===== config.mk =====
export PLATFORM = sky130hd
export DESIGN_NAME = dpm_dual_port_mux
export DESIGN_NICKNAME = d
export VERILOG_FILES = /design/src/hw/dpm_pkg.sv /design/src/hw/dpm_dual_port_mux.sv /design/src/hw/dpm_port.sv /design/src/hw/dpm_sync.sv
export SDC_FILE = /design/constraint.sdc
export NUM_CORES = 1
export LEC_CHECK = 0
export BUFFER_PORTS_ARGS = -buffer_cell sky130_fd_sc_hd__buf_2
export CORE_MARGIN = 5
export CORE_UTILIZATION = 50
export DETAILED_ROUTE_END_ITERATION = 16
export PLACE_DENSITY = 0.68
export SYNTH_ARGS = -nofsm -noshare
export SYNTH_HDL_FRONTEND = slang
export SYNTH_SLANG_ARGS = --single-unit

===== constraint.sdc =====
create_clock -name ref_clk -period 4.7 [get_ports ref_clk]
set_input_delay 1.175 -clock ref_clk [delete_from_list [all_inputs] [get_ports ref_clk]]
set_output_delay 1.175 -clock ref_clk [all_outputs]
set_load 0.005 [all_outputs]

===== src/hw/dpm_pkg.sv =====
package dpm_pkg;

  // ----------------------------------------
  // register offsets
  // ----------------------------------------
  localparam logic [3:0] ADDR_P1_IN  = 4'h0;
  localparam logic [3:0] ADDR_P1_OUT = 4'h1;
  localparam logic [3:0] ADDR_P1_DIR = 4'h2;
  localparam logic [3:0] ADDR_P1_IFG = 4'h3;
  localparam logic [3:0] ADDR_P1_IES = 4'h4;
  localparam logic [3:0] ADDR_P1_IE  = 4'h5;
  localparam logic [3:0] ADDR_P1_SEL = 4'h6;
  localparam logic [3:0] ADDR_P2_IN  = 4'h8;
  localparam logic [3:0] ADDR_P2_OUT = 4'h9;
  localparam logic [3:0] ADDR_P2_DIR = 4'hA;
  localparam logic [3:0] ADDR_P2_IFG = 4'hB;
  localparam logic [3:0] ADDR_P2_IES = 4'hC;
  localparam logic [3:0] ADDR_P2_IE  = 4'hD;
  localparam logic [3:0] ADDR_P2_SEL = 4'hE;

  // ----------------------------------------
  // field positions and reset values
  // ----------------------------------------
  localparam int          PORT_W      = 8;
  localparam int          P2_PINS     = 6;
  localparam logic [7:0]  REG_RST     = 8'h00;
  localparam logic [7:0]  P2_PIN_MASK = 8'h3F;

  // ----------------------------------------
  // carriers
  // ----------------------------------------
  typedef struct packed {
    logic [3:0] addr;
    logic [7:0] wdata;
    logic       wr;
    logic       rd;
  } dpm_bus_t;

  typedef struct packed {
    logic cmp0;
    logic cmp1;
    logic cmp2;
    logic subsysClk;
    logic auxClk;
  } dpm_periph_t;

  typedef struct packed {
    logic timerExtClockIn;
    logic timerAltClockIn;
    logic capture0InputA;
    logic capture1InputA;
    logic capture2InputA;
    logic capture0InputB;
    logic capture1InputB;
  } dpm_timer_in_t;

endpackage


===== src/hw/dpm_dual_port_mux.sv =====
`timescale 1ns/1ps
// Summary of operation
// [RL1] direction register always drives output enable
// [RL2] each bit: select, dir, out, in, ie, flag, edge
// [RL3] port1 bit0: drive low, pin clocks timer
// [RL4] port1 bits1-3: compares out, capture A in
// [RL5] port1 bit4: subsystem clock out, input unused
// [RL6] port1 bits5-7: compares 0-2 out, input unused
// [RL7] port2 bit0: auxiliary clock out, input unused
// [RL8] port2 bit1: drive low, pin is alt clock
// [RL9] port2 bits2-3: compares out, capture B in
// [RL10] port2 bit4: compare 2 out, input unused
// [RL11] port2 bits6-7: no pin, software-only flags
// [RL12] software may use those flags as soft interrupts
// [RL13] select clear: pin driven from output register
// [RL14] flag on chosen edge, irq gated by enable
module dpm_dual_port_mux
(
  // clock and reset
  input  wire logic                  ref_clk,
  input  wire logic                  rst,
  // register port
  input  wire dpm_pkg::dpm_bus_t     bus,
  output logic                 [7:0] rdata,
  // pins
  input  wire logic            [7:0] p1PinIn,
  output logic                 [7:0] p1PinOut,
  output logic                 [7:0] p1PinOe,
  input  wire logic            [5:0] p2PinIn,
  output logic                 [5:0] p2PinOut,
  output logic                 [5:0] p2PinOe,
  // on-chip peripherals
  input  wire dpm_pkg::dpm_periph_t  periph,
  output dpm_pkg::dpm_timer_in_t     timerIn,
  // interrupt requests
  output logic                       p1Irq,
  output logic                       p2Irq
);

  logic [7:0] p1Out_r;
  logic [7:0] p1Dir_r;
  logic [7:0] p1Ies_r;
  logic [7:0] p1Ie_r;
  logic [7:0] p1Sel_r;
  logic [7:0] p2Out_r;
  logic [7:0] p2Dir_r;
  logic [7:0] p2Ies_r;
  logic [7:0] p2Ie_r;
  logic [7:0] p2Sel_r;
  logic [7:0] p1Sync;
  logic [7:0] p2Sync;
  logic [7:0] p1Flag;
  logic [7:0] p2Flag;
  logic [7:0] p1Mod;
  logic [7:0] p2Mod;
  logic [7:0] p1Drv_nxt;
  logic [7:0] p2Drv_nxt;
  logic [7:0] rdata_nxt;
  logic       p1FlagWr;
  logic       p2FlagWr;

  function automatic logic [7:0] mux_bits(input logic [7:0] sel,
                                          input logic [7:0] mod,
                                          input logic [7:0] gp);
    mux_bits = (sel & mod) | (~sel & gp);
  endfunction

  function automatic logic is_wr(input dpm_pkg::dpm_bus_t b, input logic [3:0] a);
    is_wr = b.wr && (b.addr == a);
  endfunction

  // ----------------------------------------
  // input synchronisers
  // ----------------------------------------
  dpm_sync u_sync1
  (
    .ref_clk (ref_clk),
    .d       (p1PinIn),
    .q       (p1Sync)
  );

  dpm_sync u_sync2
  (
    .ref_clk (ref_clk),
    .d       ({2'b00, p2PinIn}), // [RL11]
    .q       (p2Sync)
  );

  // ----------------------------------------
  // control registers
  // ----------------------------------------
  always_ff @(posedge ref_clk)
  begin
    if (rst)
    begin
      p1Out_r <= dpm_pkg::REG_RST;
      p1Dir_r <= dpm_pkg::REG_RST;
      p1Ies_r <= dpm_pkg::REG_RST;
      p1Ie_r  <= dpm_pkg::REG_RST;
      p1Sel_r <= dpm_pkg::REG_RST;
    end
    else
    begin
      if (is_wr(bus, dpm_pkg::ADDR_P1_OUT)) p1Out_r <= bus.wdata; // [RL2]
      if (is_wr(bus, dpm_pkg::ADDR_P1_DIR)) p1Dir_r <= bus.wdata;
      if (is_wr(bus, dpm_pkg::ADDR_P1_IES)) p1Ies_r <= bus.wdata;
      if (is_wr(bus, dpm_pkg::ADDR_P1_IE))  p1Ie_r  <= bus.wdata;
      if (is_wr(bus, dpm_pkg::ADDR_P1_SEL)) p1Sel_r <= bus.wdata;
    end
  end

  always_ff @(posedge ref_clk)
  begin
    if (rst)
    begin
      p2Out_r <= dpm_pkg::REG_RST;
      p2Dir_r <= dpm_pkg::REG_RST;
      p2Ies_r <= dpm_pkg::REG_RST;
      p2Ie_r  <= dpm_pkg::REG_RST;
      p2Sel_r <= dpm_pkg::REG_RST;
    end
    else
    begin
      if (is_wr(bus, dpm_pkg::ADDR_P2_OUT)) p2Out_r <= bus.wdata; // [RL2]
      if (is_wr(bus, dpm_pkg::ADDR_P2_DIR)) p2Dir_r <= bus.wdata;
      if (is_wr(bus, dpm_pkg::ADDR_P2_IES)) p2Ies_r <= bus.wdata;
      if (is_wr(bus, dpm_pkg::ADDR_P2_IE))  p2Ie_r  <= bus.wdata;
      if (is_wr(bus, dpm_pkg::ADDR_P2_SEL)) p2Sel_r <= bus.wdata;
    end
  end

  // ----------------------------------------
  // interrupt flags
  // ----------------------------------------
  assign p1FlagWr = is_wr(bus, dpm_pkg::ADDR_P1_IFG);
  assign p2FlagWr = is_wr(bus, dpm_pkg::ADDR_P2_IFG);

  dpm_port u_flag1
  (
    .ref_clk   (ref_clk),
    .rst       (rst),
    .pinSync   (p1Sync),
    .edgeSel   (p1Ies_r),
    .pinMask   (8'hFF),
    .flagWr    (p1FlagWr),
    .flagWdata (bus.wdata),
    .flag      (p1Flag)
  );

  dpm_port u_flag2
  (
    .ref_clk   (ref_clk),
    .rst       (rst),
    .pinSync   (p2Sync),
    .edgeSel   (p2Ies_r),
    .pinMask   (dpm_pkg::P2_PIN_MASK), // [RL11]
    .flagWr    (p2FlagWr),
    .flagWdata (bus.wdata),
    .flag      (p2Flag)
  );

  // ----------------------------------------
  // module output selection
  // ----------------------------------------
  always_comb
  begin
    p1Mod    = 8'h00;
    p1Mod[0] = 1'b0;                    // [RL3]
    p1Mod[1] = periph.cmp0;             // [RL4]
    p1Mod[2] = periph.cmp1;             // [RL4]
    p1Mod[3] = periph.cmp2;             // [RL4]
    p1Mod[4] = periph.subsysClk;        // [RL5]
    p1Mod[5] = periph.cmp0;             // [RL6]
    p1Mod[6] = periph.cmp1;             // [RL6]
    p1Mod[7] = periph.cmp2;             // [RL6]
    p2Mod    = 8'h00;
    p2Mod[0] = periph.auxClk;           // [RL7]
    p2Mod[1] = 1'b0;                    // [RL8]
    p2Mod[2] = periph.cmp0;             // [RL9]
    p2Mod[3] = periph.cmp1;             // [RL9]
    p2Mod[4] = periph.cmp2;             // [RL10]
    // bit 5 special function not carried here: held low
    p2Mod[5] = 1'b0;
    p2Mod[6] = 1'b0;                    // [RL11]
    p2Mod[7] = 1'b0;                    // [RL11]
    p1Drv_nxt = mux_bits(p1Sel_r, p1Mod, p1Out_r); // [RL13]
    p2Drv_nxt = mux_bits(p2Sel_r, p2Mod, p2Out_r); // [RL13]
  end

  // ----------------------------------------
  // pin drivers
  // ----------------------------------------
  always_ff @(posedge ref_clk)
  begin
    if (rst)
    begin
      p1PinOut <= 8'h00;
      p1PinOe  <= 8'h00;
    end
    else
    begin
      p1PinOut <= p1Drv_nxt;                     // [RL13]
      p1PinOe  <= p1Dir_r;                       // [RL1]
    end
  end

  always_ff @(posedge ref_clk)
  begin
    if (rst)
    begin
      p2PinOut <= 6'h00;
      p2PinOe  <= 6'h00;
    end
    else
    begin
      p2PinOut <= p2Drv_nxt[dpm_pkg::P2_PINS-1:0]; // [RL13]
      p2PinOe  <= p2Dir_r[dpm_pkg::P2_PINS-1:0];   // [RL1]
    end
  end

  // ----------------------------------------
  // timer inputs, gated by select
  // ----------------------------------------
  always_ff @(posedge ref_clk)
  begin
    if (rst)
    begin
      timerIn.timerExtClockIn <= 1'b0;
      timerIn.timerAltClockIn <= 1'b0;
      timerIn.capture0InputA  <= 1'b0;
      timerIn.capture1InputA  <= 1'b0;
      timerIn.capture2InputA  <= 1'b0;
      timerIn.capture0InputB  <= 1'b0;
      timerIn.capture1InputB  <= 1'b0;
    end
    else
    begin
      timerIn.timerExtClockIn <= p1Sel_r[0] & p1Sync[0]; // [RL3]
      timerIn.capture0InputA  <= p1Sel_r[1] & p1Sync[1]; // [RL4]
      timerIn.capture1InputA  <= p1Sel_r[2] & p1Sync[2]; // [RL4]
      timerIn.capture2InputA  <= p1Sel_r[3] & p1Sync[3]; // [RL4]
      timerIn.timerAltClockIn <= p2Sel_r[1] & p2Sync[1]; // [RL8]
      timerIn.capture0InputB  <= p2Sel_r[2] & p2Sync[2]; // [RL9]
      timerIn.capture1InputB  <= p2Sel_r[3] & p2Sync[3]; // [RL9]
    end
  end

  // ----------------------------------------
  // interrupt requests
  // ----------------------------------------
  always_ff @(posedge ref_clk)
  begin
    if (rst)
      p1Irq <= 1'b0;
    else
      p1Irq <= |(p1Flag & p1Ie_r); // [RL14]
  end

  always_ff @(posedge ref_clk)
  begin
    if (rst)
      p2Irq <= 1'b0;
    else
      p2Irq <= |(p2Flag & p2Ie_r); // [RL14]
  end

  // ----------------------------------------
  // read data
  // ----------------------------------------
  always_comb
  begin
    rdata_nxt = 8'h00;
    unique case (bus.addr)
      dpm_pkg::ADDR_P1_IN:  rdata_nxt = p1Sync; // [RL2]
      dpm_pkg::ADDR_P1_OUT: rdata_nxt = p1Out_r;
      dpm_pkg::ADDR_P1_DIR: rdata_nxt = p1Dir_r;
      dpm_pkg::ADDR_P1_IFG: rdata_nxt = p1Flag;
      dpm_pkg::ADDR_P1_IES: rdata_nxt = p1Ies_r;
      dpm_pkg::ADDR_P1_IE:  rdata_nxt = p1Ie_r;
      dpm_pkg::ADDR_P1_SEL: rdata_nxt = p1Sel_r;
      dpm_pkg::ADDR_P2_IN:  rdata_nxt = p2Sync;
      dpm_pkg::ADDR_P2_OUT: rdata_nxt = p2Out_r;
      dpm_pkg::ADDR_P2_DIR: rdata_nxt = p2Dir_r;
      dpm_pkg::ADDR_P2_IFG: rdata_nxt = p2Flag;
      dpm_pkg::ADDR_P2_IES: rdata_nxt = p2Ies_r;
      dpm_pkg::ADDR_P2_IE:  rdata_nxt = p2Ie_r;
      dpm_pkg::ADDR_P2_SEL: rdata_nxt = p2Sel_r;
      default:              rdata_nxt = 8'h00;
    endcase
  end

  always_ff @(posedge ref_clk)
  begin
    if (rst)
      rdata <= 8'h00;
    else if (bus.rd)
      rdata <= rdata_nxt;
    else
      rdata <= 8'h00;
  end

endmodule


===== src/hw/dpm_port.sv =====
`timescale 1ns/1ps
module dpm_port
(
  // clock and reset
  input  wire logic       ref_clk,
  input  wire logic       rst,
  // synchronised pin levels and edge controls
  input  wire logic [7:0] pinSync,
  input  wire logic [7:0] edgeSel,
  input  wire logic [7:0] pinMask,
  // software flag access
  input  wire logic       flagWr,
  input  wire logic [7:0] flagWdata,
  output logic      [7:0] flag
);

  logic [7:0] prev_r;
  logic [7:0] edgeHit;

  // ----------------------------------------
  // edge detection
  // ----------------------------------------
  // no reset: follows the pin level, so reset release gives no edge
  always_ff @(posedge ref_clk)
  begin
    prev_r <= pinSync;
  end

  // edge select low: rising, high: falling
  always_comb
  begin
    edgeHit = pinMask & ((~edgeSel & ~prev_r & pinSync) | (edgeSel & prev_r & ~pinSync)); // [RL14]
  end

  // ----------------------------------------
  // flags: hardware set wins over write
  // ----------------------------------------
  always_ff @(posedge ref_clk)
  begin
    if (rst)
      flag <= dpm_pkg::REG_RST;
    else if (flagWr)
      flag <= flagWdata | edgeHit; // [RL14]
    else
      flag <= flag | edgeHit;
  end

endmodule


===== src/hw/dpm_sync.sv =====
`timescale 1ns/1ps
module dpm_sync
(
  // clock
  input  wire logic       ref_clk,
  // data
  input  wire logic [7:0] d,
  output logic      [7:0] q
);

  logic [7:0] stage1_r;

  // ----------------------------------------
  // two-flop synchroniser, no reset
  // ----------------------------------------
  // tracks the pin through reset, so no false edge follows its release
  always_ff @(posedge ref_clk)
  begin
    stage1_r <= d;
    q        <= stage1_r;
  end

endmodule


==> metrics.md <==
| Metric | Value |
|---|---|
| Synth warn | 0 |
| First DRT Iteration DRCs | between 400 and 500 |
| Final instance area | 8170 um2 |
| Total gr overflow | 0 |
| Vias per cell | 5.85 |
| Io pins | 80 |
| Detail Placement HPWL | approximately 14 mm |
| Row cnt | 43 |
| CTS Sinks | 183 |
| Setup CP Type | in -> reg |
| Worst slew margin | 0.449 |
| Slowest CP cell | buf_2 |
| Skew final | 0.00816 ns |
| R2R depth | 4 |
| # resized after CTS | 0 |
| CP Capture Type | flip-flop |
| CP Buf/Inv Count | 2 |
| Levels on crit path | 6 |
| Die ar. | 16800 um2 |
| Crit. Startpoint | bus[10] |
| Final hold violation count | 0 |
| Max IR drop VDD | ~250 uV |
| DR DRC count | 0 |
| CORE AREA | 13900 um2 |
| Max Cap Viol | 0 |
| Ys flop type | dfxtp_1 |
| Placer congestion estimate | 0.942 |
| Starting Density | 0.514 |
| Clk pin slew, worst setup/hold paths | around 0.06 ns |
| Initial antenna violation count | 0 |
| CTS tree | built |
| Reg2reg end | rdata[7]$_SDFF_PP0_ |
| Crit Path Max Fanout | 38 |
| Share of layout cells above drive strength 1 | 0.172 |
| CP arrival | 3.14 ns |
| Leak pwr | between 3 and 4 nW |
| Largest net degree at the start of global routing | between 60 and 70 |
| Reg2reg start | u_sync1.q[7]$_DFF_P_ |
| Vias in the first global route | between 5k and 6k |
| FF+latch count, synth | roughly 180 |
| PortBufs | between 70 and 80 |
| # hold bufs at CTS | 0 |
| Gr usage total | 0.246 |
| Crit path time final | between 2 and 3 ns |
| CP Capture Point | p2Ie_r[0]$_SDFFE_PP0P_ |
| Critical path, cell by cell | buf_2 > nand2b_1 > buf_4 > nor2_1 > nand2_1 > a21oi_1 |
| Nets | between 800 and 900 |
| Crit-path leading delay family | buffers and inverters |
| Placement Cell Area | ~7600 um2 |
| Final ANT Viol Nets | 0 |
| Syn Inst Count | between 700 and 800 |
| Avg WL per Cell | between 20 and 25 um |
| First-pass GRT wire length | between 30 and 40 mm |
| Final period util | 0.592 |
| Synth Area per Inst | around 9.5 um2 |
| Die Span Y | 130 um |
| Yosys top cell by area | dfxtp_1 |
| CTS root buf | clkbuf_16 |
| Flop2flop setup slack | ~3.3 ns |
| Clock Tree Buf Depth | 2 |
| Synth area leaders | dfxtp_1 (51%), mux2i_1 (11%), a21oi_1 (5.0%), nor2_1 (3.8%), o21ai_0 (3.6%) |
| Critical Path Start Type | input port |
| Worst Hold Launch | u_sync1.stage1_r[5]$_DFF_P_ |
| Crit-path max cell delay | roughly 0.62 ns |
| Worst Path Required | between 5 and 6 ns |
| Final Max Tran Viols | 0 |
| Chip Width | between 100 and 150 um |
| Outcome | complete, no violations |
| Post-Synthesis Cell Area | 7160 um2 |
| Setup TNS | 0 ns |
| Layout area overhead | 14.1% |
| Synth cell types | 48 |
| Post-synth EDFFs | 0 |
| Slew @ Worst Pin | about 0.83 ns |
| Detailed Route WL | 20.3 mm |
| Total nets after synthesis | about 790 |
| Hold WC Path Type | reg -> reg |
| CTS Buf Count | 17 |
| Postcts setup bufs | 0 |
| N_diodes | 0 |
| Sequential area share after synthesis | 0.512 |
| Via Count | between 5k and 6k |
| Top cell type's share of synthesized area | 0.512 |
| RSZ-0062 raised after global routing | no |
| Worst-Skew Late Latency | around 0.44 ns |
| DR pass1 iterations | 5 |
| Max Fclk | 0.360 GHz |
| PD cells | between 400 and 500 nW/um2 |
| Async S/R FF share, synth | 0 |
| Setup-failing EPs final | 0 |
| Htree depth | 4 |
-- per-stage QoR --
stage          utilization  cells  setup WS (ns)  total power [W]  hold slack (ns)
2_1_floorplan            -    754           2.38          0.00178            0.310
3_3_place_gp         0.543    965           1.58          0.00185            0.311
3_5_place_dp         0.543    965           1.56          0.00185            0.312
4_1_cts              0.586    996           2.02          0.00330            0.325
5_1_grt              0.586    996           1.76          0.00340            0.335
6_report             0.586    996           1.92          0.00329            0.323
-- synth_stat cells (2+ instances only) --
library cell	n
a22o_1	8
a22oi_1	18
a41oi_1	2
o32a_1	4
buf_4	5
nor2_1	73
a21oi_1	71
buf_6	2
nand3b_1	26
nor2_4	2
nor4b_1	2
a211oi_1	2
dfxtp_1	183
nand3_1	9
mux2i_1	76
buf_2	11
nor3b_1	4
nor2_2	2
mux2_2	4
nand3_2	2
o2bb2ai_1	3
nor4_1	2
a31oi_1	17
o31ai_1	2
or3b_2	7
o22ai_1	2
nor3_1	8
nand2b_1	4
clkbuf_1	35
and3_1	4
o21ai_0	52
or2_2	2
nor3_4	2
a21o_1	2
nor2b_1	25
nand2_1	69
-- cell type report --
type	count	area, um2
clock buffer	21	460
clock inverter	10	145
fill	1263	5770
inverter	1	3.75
multi-input combinational	516	3230
sequential	183	3660
tap	180	225
timing repair buffer	85	443
-- metal layers --
| metal | global-route usage | vias up | part of all wire | wire length, um |
|---|---|---|---|---|
| li1 | - | 2764 | - | - |
| met1 | 0.319 | 2760 | 0.42 | 8610 |
| met2 | 0.399 | 252 | 0.48 | 9670 |
| met3 | 0.0552 | 53 | 0.063 | 1280 |
| met4 | 0.0996 | 0 | 0.037 | 746 |
| met5 | 0 | - | 0 | 0 |
-- worst min-delay path by stage --
| stage | slack, ns | to | cells past startpoint |
|---|---|---|---|
| floorplan | 0.31 | u_sync1.q[0]$_DFF_P_ | 0 |
| global placement | 0.31 | u_sync1.q[7]$_DFF_P_ | 0 |
| detailed placement | 0.31 | u_sync1.q[1]$_DFF_P_ | 0 |
| CTS | 0.33 | u_sync1.q[5]$_DFF_P_ | 0 |
| global route | 0.33 | u_sync2.q[1]$_DFF_P_ | 0 |
| finish | 0.32 | u_sync1.q[5]$_DFF_P_ | 0 |
-- placed cells by master (no fill, tap or decap), types with 3 or more instances in the layout --
cell,count
buf_4,7
bufinv_16,3
nand3_1,9
nor3_1,8
clkbuf_16,17
a22oi_1,18
o2bb2ai_1,3
o21ai_0,52
nor3b_1,4
a22o_1,8
nand3b_1,26
nor2_1,73
a31oi_1,17
nand2_1,69
mux2_2,4
a21oi_1,71
nor2b_1,25
buf_2,78
and3_1,4
dfxtp_1,183
o32a_1,4
mux2i_1,76
nand2b_1,4
or3b_2,7
-- power breakdown --
part	internal, W	switching (W)	leakage, nW
Combinational	0.0000642	0.000127	1.38
Clock	0.000865	0.000601	0.290
Sequential	0.00159	0.0000361	1.50
-- cell families after synthesis --
logic type / after synthesis / synth area share
muxes: 80 / 0.113
DFF: 183 / 0.512
buffers and inverters: 55 / 0.0371
AOI/OAI and AO/OA: 188 / 0.156
and+or+nand+nor: 248 / 0.183
(Power assumes the default switching activity.)
